File: config.mk
export PLATFORM = sky130hd
export DESIGN_NAME = aslpc_global_ctrl
export DESIGN_NICKNAME = d
export VERILOG_FILES = /design/src/aslpc_pkg.sv /design/src/aslpc_power_scale.sv /design/src/aslpc_global_ctrl.sv
export SDC_FILE = /design/constraint.sdc
export NUM_CORES = 1
export LEC_CHECK = 0
export BUFFER_PORTS_ARGS = -buffer_cell sky130_fd_sc_hd__buf_4
export CAP_MARGIN = 20
export CORE_ASPECT_RATIO = 1.4
export CORE_MARGIN = 1.5
export CORE_UTILIZATION = 42
export DETAILED_ROUTE_END_ITERATION = 7
export PLACE_DENSITY = 0.64
export SYNTH_ARGS = -nofsm -noshare
export SYNTH_HDL_FRONTEND = slang
export SYNTH_SLANG_ARGS = --single-unit
export TNS_END_PERCENT = 1
File: constraint.sdc
create_clock -name clock -period 14.61 [get_ports clock]
set_clock_uncertainty 0.05 [all_clocks]
set_input_delay 2.922 -clock clock [delete_from_list [all_inputs] [get_ports clock]]
set_output_delay 2.922 -clock clock [all_outputs]
set_load 0.05 [all_outputs]
File: src/aslpc_pkg.sv
// constants for the global chip control register bank: offset, field layout, reset values
// assumes a single clock domain shared with the config port and the message decoder
// Behaviour
// l1 enable bit set allows aspm l1 on upstream port; clear forbids it
// l1 enable bit drives l1 support report of every function
// fields clear on fundamental reset and load from eeprom image
// software keeps the diagnostic bit at zero
// eeprom image keeps the diagnostic bit at zero
// bits 27 to 22 read zero, writes ignored
// scale code 00/01/10/11 means 1.0/0.1/0.01/0.001
// minimum power is value field times scale multiplier
// nonzero value: compare minimum against each received slot limit
// zero value: skip comparison, no limit applies
// motherboard-down designs program the value field to zero
// action 00 ignore, 01 flag pin, 10 flag and unsupported, 11 reserved
// compare in common unit; hold result until next message or reset (code also clears it when the value field goes to zero)
`default_nettype none
package aslpc_pkg;
  localparam logic [7:0]  GCC_OFFSET     = 8'hb8;
  localparam int          L1_EN_BIT      = 29;
  localparam int          DIAG_BIT       = 28;
  localparam int          SCALE_LSB      = 20;
  localparam int          VALUE_LSB      = 12;
  localparam int          ACTION_LSB     = 10;
  localparam int          POWER_W        = 18;
  localparam logic        L1_EN_RST      = 1'h0;
  localparam logic        DIAG_RST       = 1'h0;
  localparam logic [1:0]  SCALE_RST      = 2'h0;
  localparam logic [7:0]  VALUE_RST      = 8'h00;
  localparam logic [1:0]  ACTION_RST     = 2'h0;
  localparam logic [31:0] RDATA_RST      = 32'h0000_0000;
  localparam logic [17:0] FACTOR_X1      = 18'h003e8;
  localparam logic [17:0] FACTOR_X0P1    = 18'h00064;
  localparam logic [17:0] FACTOR_X0P01   = 18'h0000a;
  localparam logic [17:0] FACTOR_X0P001  = 18'h00001;

  typedef enum logic [1:0] {
    ACT_IGNORE = 2'b00,
    ACT_FLAG   = 2'b01,
    ACT_BLOCK  = 2'b10,
    ACT_RSVD   = 2'b11
  } aslpc_action_t;
endpackage
`default_nettype wire

File: src/aslpc_power_scale.sv
// scales an 8-bit power value by its 2-bit scale code into milliwatt units
// assumes the caller registers the result where timing needs it
`default_nettype none
module aslpc_power_scale
  import aslpc_pkg::*;
(
  input  wire logic [7:0]         value,
  input  wire logic [1:0]         scale,
  output logic      [POWER_W-1:0] milli
);
  logic [POWER_W-1:0] factor;
  logic [POWER_W-1:0] wide_value;

  always_comb
  begin
    case (scale)
      2'h0:    factor = FACTOR_X1;
      2'h1:    factor = FACTOR_X0P1;
      2'h2:    factor = FACTOR_X0P01;
      default: factor = FACTOR_X0P001;
    endcase
  end

  assign wide_value = {{(POWER_W-8){1'b0}}, value};
  // 255 x 1000 fits in 18 bits, so the cut loses nothing
  assign milli = POWER_W'(wide_value * factor);
endmodule
`default_nettype wire

File: src/aslpc_global_ctrl.sv
// global chip control bank: l1 enable, diagnostic bit, minimum slot power and excess action
// assumes config port, eeprom loader and message decoder all run on clock
`default_nettype none
module aslpc_global_ctrl
  import aslpc_pkg::*;
#(
  parameter int NUM_FUNCS = 1
)
(
  input  wire logic                 clock,
  input  wire logic                 reset_n,
  input  wire logic                 cfg_wr_en,
  input  wire logic                 cfg_rd_en,
  input  wire logic [7:0]           cfg_addr,
  input  wire logic [3:0]           cfg_byte_en,
  input  wire logic [31:0]          cfg_wdata,
  output logic      [31:0]          cfg_rdata,
  input  wire logic                 eeprom_load_valid,
  input  wire logic [31:0]          eeprom_load_data,
  input  wire logic                 slot_limit_valid,
  input  wire logic [7:0]           slot_limit_value,
  input  wire logic [1:0]           slot_limit_scale,
  input  wire logic                 req_valid,
  input  wire logic                 req_is_cfg,
  input  wire logic                 req_is_slot_limit,
  output logic                      req_unsupported,
  output logic                      link_low_power_l1_enable,
  output logic      [NUM_FUNCS-1:0] aspm_support_l1,
  output logic      [1:0]           power_excess_action,
  output logic                      power_excess_out
);
  logic               l1_q, l1_d;
  logic               diag_q, diag_d;
  logic [1:0]         scale_q, scale_d;
  logic [7:0]         value_q, value_d;
  logic [1:0]         action_q, action_d;
  logic [31:0]        rdata_q, rdata_d;
  logic               excess_q, excess_d;
  logic               pwr_out_q, pwr_out_d;
  logic               block_q, block_d;
  logic [31:0]        cur_word;
  logic [31:0]        merged;
  logic [31:0]        src;
  logic               wr_hit;
  logic [POWER_W-1:0] min_milli;
  logic [POWER_W-1:0] limit_milli;

  // reserved ranges are hard zeros, never stored
  assign cur_word = {2'h0, l1_q, diag_q, 6'h00, scale_q, value_q, action_q,
                     10'h000};
  assign wr_hit   = cfg_wr_en && (cfg_addr == GCC_OFFSET);

  always_comb
  begin
    merged = cur_word;
    for (int i = 0; i < 4; i++)
    begin
      if (cfg_byte_en[i])
      begin
        merged[8*i +: 8] = cfg_wdata[8*i +: 8];
      end
    end
  end

  // eeprom load wins over a software write in the same cycle
  assign src = eeprom_load_valid ? eeprom_load_data : merged;

  always_comb
  begin
    l1_d     = l1_q;
    diag_d   = diag_q;
    scale_d  = scale_q;
    value_d  = value_q;
    action_d = action_q;
    if (eeprom_load_valid || wr_hit)
    begin
      l1_d     = src[L1_EN_BIT];
      diag_d   = src[DIAG_BIT];
      scale_d  = src[SCALE_LSB +: 2];
      value_d  = src[VALUE_LSB +: 8];
      action_d = src[ACTION_LSB +: 2];
    end
  end

  always_ff @(posedge clock)
  begin
    if (!reset_n)
    begin
      l1_q     <= L1_EN_RST;
      diag_q   <= DIAG_RST;
      scale_q  <= SCALE_RST;
      value_q  <= VALUE_RST;
      action_q <= ACTION_RST;
    end
    else
    begin
      l1_q     <= l1_d;
      diag_q   <= diag_d;
      scale_q  <= scale_d;
      value_q  <= value_d;
      action_q <= action_d;
    end
  end

  // read data: unmapped offsets answer zero, data holds between reads
  always_comb
  begin
    rdata_d = rdata_q;
    if (cfg_rd_en)
    begin
      rdata_d = (cfg_addr == GCC_OFFSET) ? cur_word : 32'h0000_0000;
    end
  end

  always_ff @(posedge clock)
  begin
    if (!reset_n)
    begin
      rdata_q <= RDATA_RST;
    end
    else
    begin
      rdata_q <= rdata_d;
    end
  end

  // both figures go to milliwatts so a plain magnitude compare works
  aslpc_power_scale u_min_scale (
    .value (value_q),
    .scale (scale_q),
    .milli (min_milli)
  );

  aslpc_power_scale u_limit_scale (
    .value (slot_limit_value),
    .scale (slot_limit_scale),
    .milli (limit_milli)
  );

  always_comb
  begin
    excess_d = excess_q;
    if (slot_limit_valid)
    begin
      excess_d = (value_q != 8'h00) && (limit_milli < min_milli);
    end
    if (value_d == 8'h00)
    begin
      excess_d = 1'b0;
    end
    // reserved action code behaves as ignore
    pwr_out_d = excess_d && ((action_d == ACT_FLAG) || (action_d == ACT_BLOCK));
    block_d   = excess_d && (action_d == ACT_BLOCK);
  end

  always_ff @(posedge clock)
  begin
    if (!reset_n)
    begin
      excess_q  <= 1'b0;
      pwr_out_q <= 1'b0;
      block_q   <= 1'b0;
    end
    else
    begin
      excess_q  <= excess_d;
      pwr_out_q <= pwr_out_d;
      block_q   <= block_d;
    end
  end

  assign cfg_rdata                = rdata_q;
  assign link_low_power_l1_enable = l1_q;
  assign aspm_support_l1          = {NUM_FUNCS{l1_q}};
  assign power_excess_action      = action_q;
  assign power_excess_out         = pwr_out_q;
  // config requests and slot limit messages always pass so software can recover
  assign req_unsupported = req_valid && block_q && !req_is_cfg && !req_is_slot_limit;

  chk_l1_write: assert property (@(posedge clock) disable iff (!reset_n)
    (wr_hit && cfg_byte_en[3] && !eeprom_load_valid)
    |=> (link_low_power_l1_enable == $past(cfg_wdata[L1_EN_BIT])))
    else $error("l1 enable did not follow write");

  chk_support_all: assert property (@(posedge clock) disable iff (!reset_n)
    ##1 (aspm_support_l1 == {NUM_FUNCS{link_low_power_l1_enable}}))
    else $error("l1 support report differs from enable");

  chk_eeprom_load: assert property (@(posedge clock) disable iff (!reset_n)
    eeprom_load_valid |=> (link_low_power_l1_enable == $past(eeprom_load_data[L1_EN_BIT]))
      && (value_q == $past(eeprom_load_data[VALUE_LSB +: 8])))
    else $error("eeprom load not taken");

  chk_rsvd_zero: assert property (@(posedge clock) disable iff (!reset_n)
    cfg_rd_en |=> (cfg_rdata[27:22] == 6'h00))
    else $error("reserved bits read nonzero");

  chk_scale_milli: assert property (@(posedge clock) disable iff (!reset_n)
    (scale_q == 2'h1) |-> (min_milli == POWER_W'(value_q) * 18'h00064))
    else $error("minimum power scaling wrong");

  chk_compare_fail: assert property (@(posedge clock) disable iff (!reset_n)
    (slot_limit_valid && (value_q != 8'h00) && (limit_milli < min_milli)
      && !eeprom_load_valid && !wr_hit)
    |=> excess_q && (power_excess_out == (action_q inside {ACT_FLAG, ACT_BLOCK})))
    else $error("failed compare not flagged");

  chk_skip_zero: assert property (@(posedge clock) disable iff (!reset_n)
    (value_q == 8'h00) |-> (!excess_q && !power_excess_out && !req_unsupported))
    else $error("zero minimum still flagged");

  chk_hold_result: assert property (@(posedge clock) disable iff (!reset_n)
    (!slot_limit_valid && (value_d != 8'h00)) |=> $stable(excess_q))
    else $error("compare result changed without message");

  chk_block_req: assert property (@(posedge clock) disable iff (!reset_n)
    (excess_q && (action_q == ACT_BLOCK) && $stable(action_q) && $stable(excess_q)
      && req_valid && !req_is_cfg && !req_is_slot_limit)
    |-> req_unsupported)
    else $error("blocked request not refused");
endmodule
`default_nettype wire

### Word-level counts from Yosys, hierarchy flattened

Cells that the tools add are included.

* order comparisons: 1
* eq/ne operators: 7
* reduce and logical (&&, ||, !) cells: 19
* multiplexer cells: 12
* multipliers: 2

Operators with widths (count)
* two-way mux 30 bit: 2
* case mux 10 bit (3 select lines): 2
* multiplier 8 x 10 -> 18 bit: 2
* two-way mux 8 bit: 4
* less-than comparator 18 bit: 1
* == test 8 bit (second input constant): 1
* logical NOT 8 bit: 1
* nonzero test 8 bit: 1
* logical AND 1 bit: 7
* == test 2 x 1 -> 1 bit (second input constant): 3
* == test 2 bit (second input constant): 3
* two-way mux 6 bit: 1
* logical NOT 2 bit: 2
* AND reduction 2 bit: 2
* nonzero test 2 bit: 2
* logical NOT 1 bit: 2
* logical OR 1 bit: 2
* two-way mux 1 bit: 2
* two-way mux 2 bit: 1

* word-level logic and storage cells: 50
* output and inout bits: 38
* register bits after elaboration: 49

### Logic depth before layout (Yosys ltp)

* depth after elaboration: 8
* gate-level depth with buffers: 26

### Modules after synthesis

A second synthesis with hierarchy kept.

* cell total of the unflattened synthesis: 845
* area, all modules: 7059.3 um^2

By module, submodules not included
* aslpc_power_scale (u_min_scale): area an instance 2524.9 um^2, sequential area each 0.0 um^2, instances 1, cells an instance 303
* aslpc_power_scale (u_limit_scale): area an instance 2503.7 um^2, sequential area each 0.0 um^2, instances 1, cells an instance 296
* aslpc_global_ctrl: area an instance 2030.7 um^2, sequential area each 620.6 um^2, instances 1, cells an instance 246

### Worst setup path after synthesis

OpenSTA, ideal clock, no wires.

* path type: input to register
* from: input port slot_limit_scale[1]
* to: register excess_q
* cell stages on the path: 23
* library setup time: 0.133 ns
* arrival time: 7.990 ns
* slack: 6.437 ns
* path buffers: 1
* cell sequence: buf_1 > nor2b_1 > nand2_1 > fa_1 > inv_1 > fa_1 > fa_1 > inv_1 > fa_1 > inv_1 > ha_1 > a21o_1 > a2111oi_0 > a21boi_0 > o31ai_1 > a21oi_1 > xnor2_1 > ha_1 > and3_1 > nand3_1 > a2111oi_0 > a21o_1 > nor3_1

* cells in the longest elaborated chain, start to end: 7

RTL lines
* from (decl): RTL line aslpc_global_ctrl.sv:22 `input wire logic [1:0] slot_limit_scale,`
* == test 2 bit, or another cell as far along: RTL line aslpc_power_scale.sv:16 `case (scale)`
* case mux 10 bit (3 select lines) (*): RTL line aslpc_power_scale.sv:16
* multiplier 8 x 10 -> 18 bit (*): RTL line aslpc_power_scale.sv:26 `assign milli = POWER_W'(wide_value * factor);`
* less-than comparator 18 bit (*): RTL line aslpc_global_ctrl.sv:145 `excess_d = (value_q != 8'h00) && (limit_milli < min_milli);`
* logical AND 1 bit (*): RTL line aslpc_global_ctrl.sv:145
* two-way mux 1 bit (*): RTL line aslpc_global_ctrl.sv:143 `if (slot_limit_valid)`
* two-way mux 1 bit (*): RTL line aslpc_global_ctrl.sv:147 `if (value_d == 8'h00)`
* to (signal assigned): RTL line aslpc_global_ctrl.sv:166 `excess_q <= excess_d;`
* to (decl): RTL line aslpc_global_ctrl.sv:38 `logic excess_q, excess_d;`

Every way passes the cells marked *; elsewhere a longest branch is shown, timed or not.
A chain may end at the register's enable or synchronous reset.

### Final worst setup path

* from: input port slot_limit_scale[0]
* to: register block_q

* cells in the longest elaborated chain, start to end: 8

RTL lines
* == test 2 bit, or another cell as far along: RTL line aslpc_power_scale.sv:16
* case mux 10 bit (3 select lines) (*): RTL line aslpc_power_scale.sv:16
* multiplier 8 x 10 -> 18 bit (*): RTL line aslpc_power_scale.sv:26
* less-than comparator 18 bit (*): RTL line aslpc_global_ctrl.sv:145
* logical AND 1 bit (*): RTL line aslpc_global_ctrl.sv:145
* two-way mux 1 bit (*): RTL line aslpc_global_ctrl.sv:143
* two-way mux 1 bit (*): RTL line aslpc_global_ctrl.sv:147
* logical AND 1 bit (*): RTL line aslpc_global_ctrl.sv:153 `block_d = excess_d && (action_d == ACT_BLOCK);`
* to (signal assigned): RTL line aslpc_global_ctrl.sv:168 `block_q <= block_d;`
* to (decl): RTL line aslpc_global_ctrl.sv:40 `logic block_q, block_d;`

Marked as above.

==> results by group <==
Pwr
  • P per Cell Area: 84.23 nW/um2
  • P_int: 0.3595 mW
  • Switch share: 0.4389
  • Peak supply drop: 0.08537 mV
  • NetSw: 0.2813 mW
  • Clock share of power: 0.190
  • Leakage: 4.163 nW
  • Share of total power in combinational logic: 0.662
  • Flop pwr share: 0.147

Place
  • HPWL after detailed placement: 11.71 mm
  • Buffers on Ports: 77
  • Dpl ws: 5.542 ns
  • RePlAce Congestion: 0.7755
  • Area post-placement: 7433 um2

CTS
  • Total CTS buffers: 5
  • Clock Tree Root: clkbuf_16
  • PostCTS Resize Cnt: 0
  • Post CTS Setup Buffer Count: 0
  • Clock sinks: 31
  • Clock transition at path regs: 0.05 ns
  • Clock latency on the worst-skew pair: 0.28 ns
  • CTS Hold Bufs: 0
  • CTS tree: done
  • CTS Buffer Depth: 2
  • H-tree Lvls: 2

Logic synthesis
  • Post-synthesis cell area: 6754 um2
  • Sequential fraction of the synthesis area: 0.09189
  • Warnings, synthesis: 0
  • Post-synth top area share: 0.2371
  • Post-synthesis cell type count: 53
  • Yosys reg bits: 31
  • Syn Area/Cell: 8.338 um2
  • Async S/R FF share, synth: 0
  • Mapped Cells: 810
  • Top cells by area, synth: fa_1, ha_1, inv_1, dfxtp_1, nor2b_1
  • Top FF cell, synth: dfxtp_1
  • Synth area leader: fa_1
  • Post-synth EDFFs: 0

Global routing
  • Largest net degree at the start of global routing: 30
  • Gr usage total: 0.1680
  • First-pass GRT wire length: 23.16 mm
  • Number of global-route vias before repair: 5267
  • Initial antenna violation count: 0
  • GRT Residual Overflow: 0

Setup path
  • R2r endpoint: block_q
  • Critical path startpoint category: input pin
  • Worst-case reg-to-reg path depth: 24
  • Crit-path cells: buf_4 > clkinv_1 > nand2_1 > inv_1 > fa_1 > inv_1 > fa_1 > inv_1 > fa_1 > inv_1 > fa_1 > inv_1 > ha_1 > a2111oi_0 > a21boi_0 > o31ai_1 > a21oi_1 > xnor2_1 > ha_1 > and3_1 > nand3_1 > a2111oi_0 > a21o_1 > nor4_1
  • R2R Path Start: scale_q[0]
  • Crit Path Class: in -> reg
  • Reg-to-reg slack, setup: 8.06 ns
  • CP most frequent cell: inv_1
  • WP data required: 14.71 ns
  • CP Max Fanout: 24
  • Largest stage delay, worst path: 0.53 ns
  • Critical path arrival: 8.82 ns
  • CP endpoint kind: register
  • CP max-delay cell: fa_1

STA
  • Final Max Tran Viols: 0
  • Worst slew margin: 0.4704
  • Unrepaired setup endpoints after global routing: no
  • Final setup violation count: 0
  • Hold Violations, Final: 0
  • Pin slew with the least headroom to its limit: 0.7933 ns
  • Period utilization: 0.5974
  • Final Hold Slack: 0.4709 ns
  • Period minus WS final: 8.728 ns
  • Fmax: 114.6 MHz
  • Final setup TNS: 0 ns
  • PnR worst setup slack: 5.882 ns

Routing
  • Via count: 5290
  • Met1 WL: 5.426 mm
  • WL/cell: 12.45 um
  • Max layer used: met4
  • ANT nets after route: 0
  • Routed vias/inst: 4.935
  • Detailed Routing Iterations Pass 1: 4
  • Routed met3 length: 363 um
  • Met2 WL: 7.379 mm
  • Initial DRC count: 88
  • DR DRC count: 0
  • Final WL: 13.34 mm

Hold path
  • Hold Crit Start: diag_q
  • Hold WC Path Type: reg -> reg
  • WHS Path Cells: 2
  • WHS Endpoint: cfg_rdata[28]

Final layout
  • Area of the multi-input gates: 5363 um2
  • Core Util, Final: 0.4853
  • Nets: 1164
  • Commonest non-fill, non-tap cells in the layout: inv_1, ha_1, fa_1, buf_4, nor2b_1
  • Post-route cell area: 7607 um2
  • Share of post-route cells with drive strength above 1: 0.1027
  • Register area: 620.6 um2
  • Area delta synth->final: 12.63%
  • Most common cell after layout, fill and taps aside: inv_1
  • Inserted Diodes: 0
  • Fillcell total: 1559

Floorplan
  • Die Span X: 110.2 um
  • Ports: 133
  • Chip height: 153.0 um
  • Die area: 16860 um2
  • Core Footprint: 15680 um2
  • Rows: 54
  • Initial core utilization: 0.4309

Job
  • Max-Cap Viols: 0

Status
  • Status: completed
==> cell families after synthesis <==
family | synth area share
AND/OR/NAND/NOR | 0.1834
buffers and inverters | 0.1236
adder cells (fa/ha/maj) | 0.4483
AO/OA/AOI/OAI | 0.09818
flip-flops | 0.09189
XOR/XNOR | 0.03631
multiplexers | 0.01779
other | 0.0005552
==> stage by stage <==
| stage | std cells | total power [mW] |
|---|---|---|
| final | 1072 | 0.6408 |
| after global routing | 1072 | 0.7218 |
| after CTS | 1072 | 0.6525 |
| after detailed placement | 1064 | 0.5261 |
| after global placement | 1064 | 0.5191 |
| after floorplan | 827 | 0.4344 |
==> Yosys cell counts, types with 16 or more instances <==
library cell / n
nand2_1: 50
buf_4: 19
a21oi_1: 40
nor2b_1: 56
and2_1: 16
inv_1: 166
nor2_1: 48
xnor2_1: 18
dfxtp_1: 31
fa_1: 80
o21ai_0: 19
ha_1: 114
nand2b_1: 16
==> layout make-up <==
| cell class | instances | share of cell area |
|---|---|---|
| Timing Repair Buffer | 77 | 0.07599 |
| Clock inverter | 2 | 0.004605 |
| Clock buffer | 6 | 0.01826 |
| Tap cell | 196 | 0.03224 |
| Sequential cell | 31 | 0.08158 |
| Multi-Input combinational cell | 593 | 0.7049 |
| Inverter | 167 | 0.08240 |
==> flip-flops by register name, summed over array words and instances (netlist names), 2 cells and up <==
register	count
cfg_rdata	14
power_excess_action	2
scale_q	2
value_q	8
==> worst max-delay path by stage <==
stage,startpoint,endpoint,cells past startpoint
after global routing,slot_limit_scale[0],excess_q,24
after detailed placement,slot_limit_scale[0],block_q,24
final,slot_limit_scale[0],block_q,24
after floorplan,slot_limit_scale[1],excess_q,23
after global placement,slot_limit_scale[0],power_excess_out,24
after CTS,slot_limit_scale[0],block_q,24
==> critical path: cells and delay by family <==
kind / cells / cell delay, ns
AOI/OAI and AO/OA: 6 / 1.70
xor gates and xnor gates: 1 / 0.09
adders and majority gates: 6 / 2.63
buffers and inverters: 7 / 0.85
and+or+nand+nor: 4 / 0.60
==> per-layer routing <==
layer | track usage | vias up
li1 | - | 2684
met1 | 0.1908 | 2497
met2 | 0.3277 | 93
met3 | 0.01578 | 16
met4 | 0.03724 | 0
met5 | 0 | -
==> power groups by stage <==
stage / logic, mW / registers, mW / clock network, mW
after CTS: 0.433 / 0.0944 / 0.125
after global placement: 0.423 / 0.0962 / 0
after detailed placement: 0.430 / 0.0960 / 0
after floorplan: 0.339 / 0.0959 / 0
after global routing: 0.498 / 0.0950 / 0.128
final: 0.424 / 0.0943 / 0.122
(Power assumes the default switching activity.)
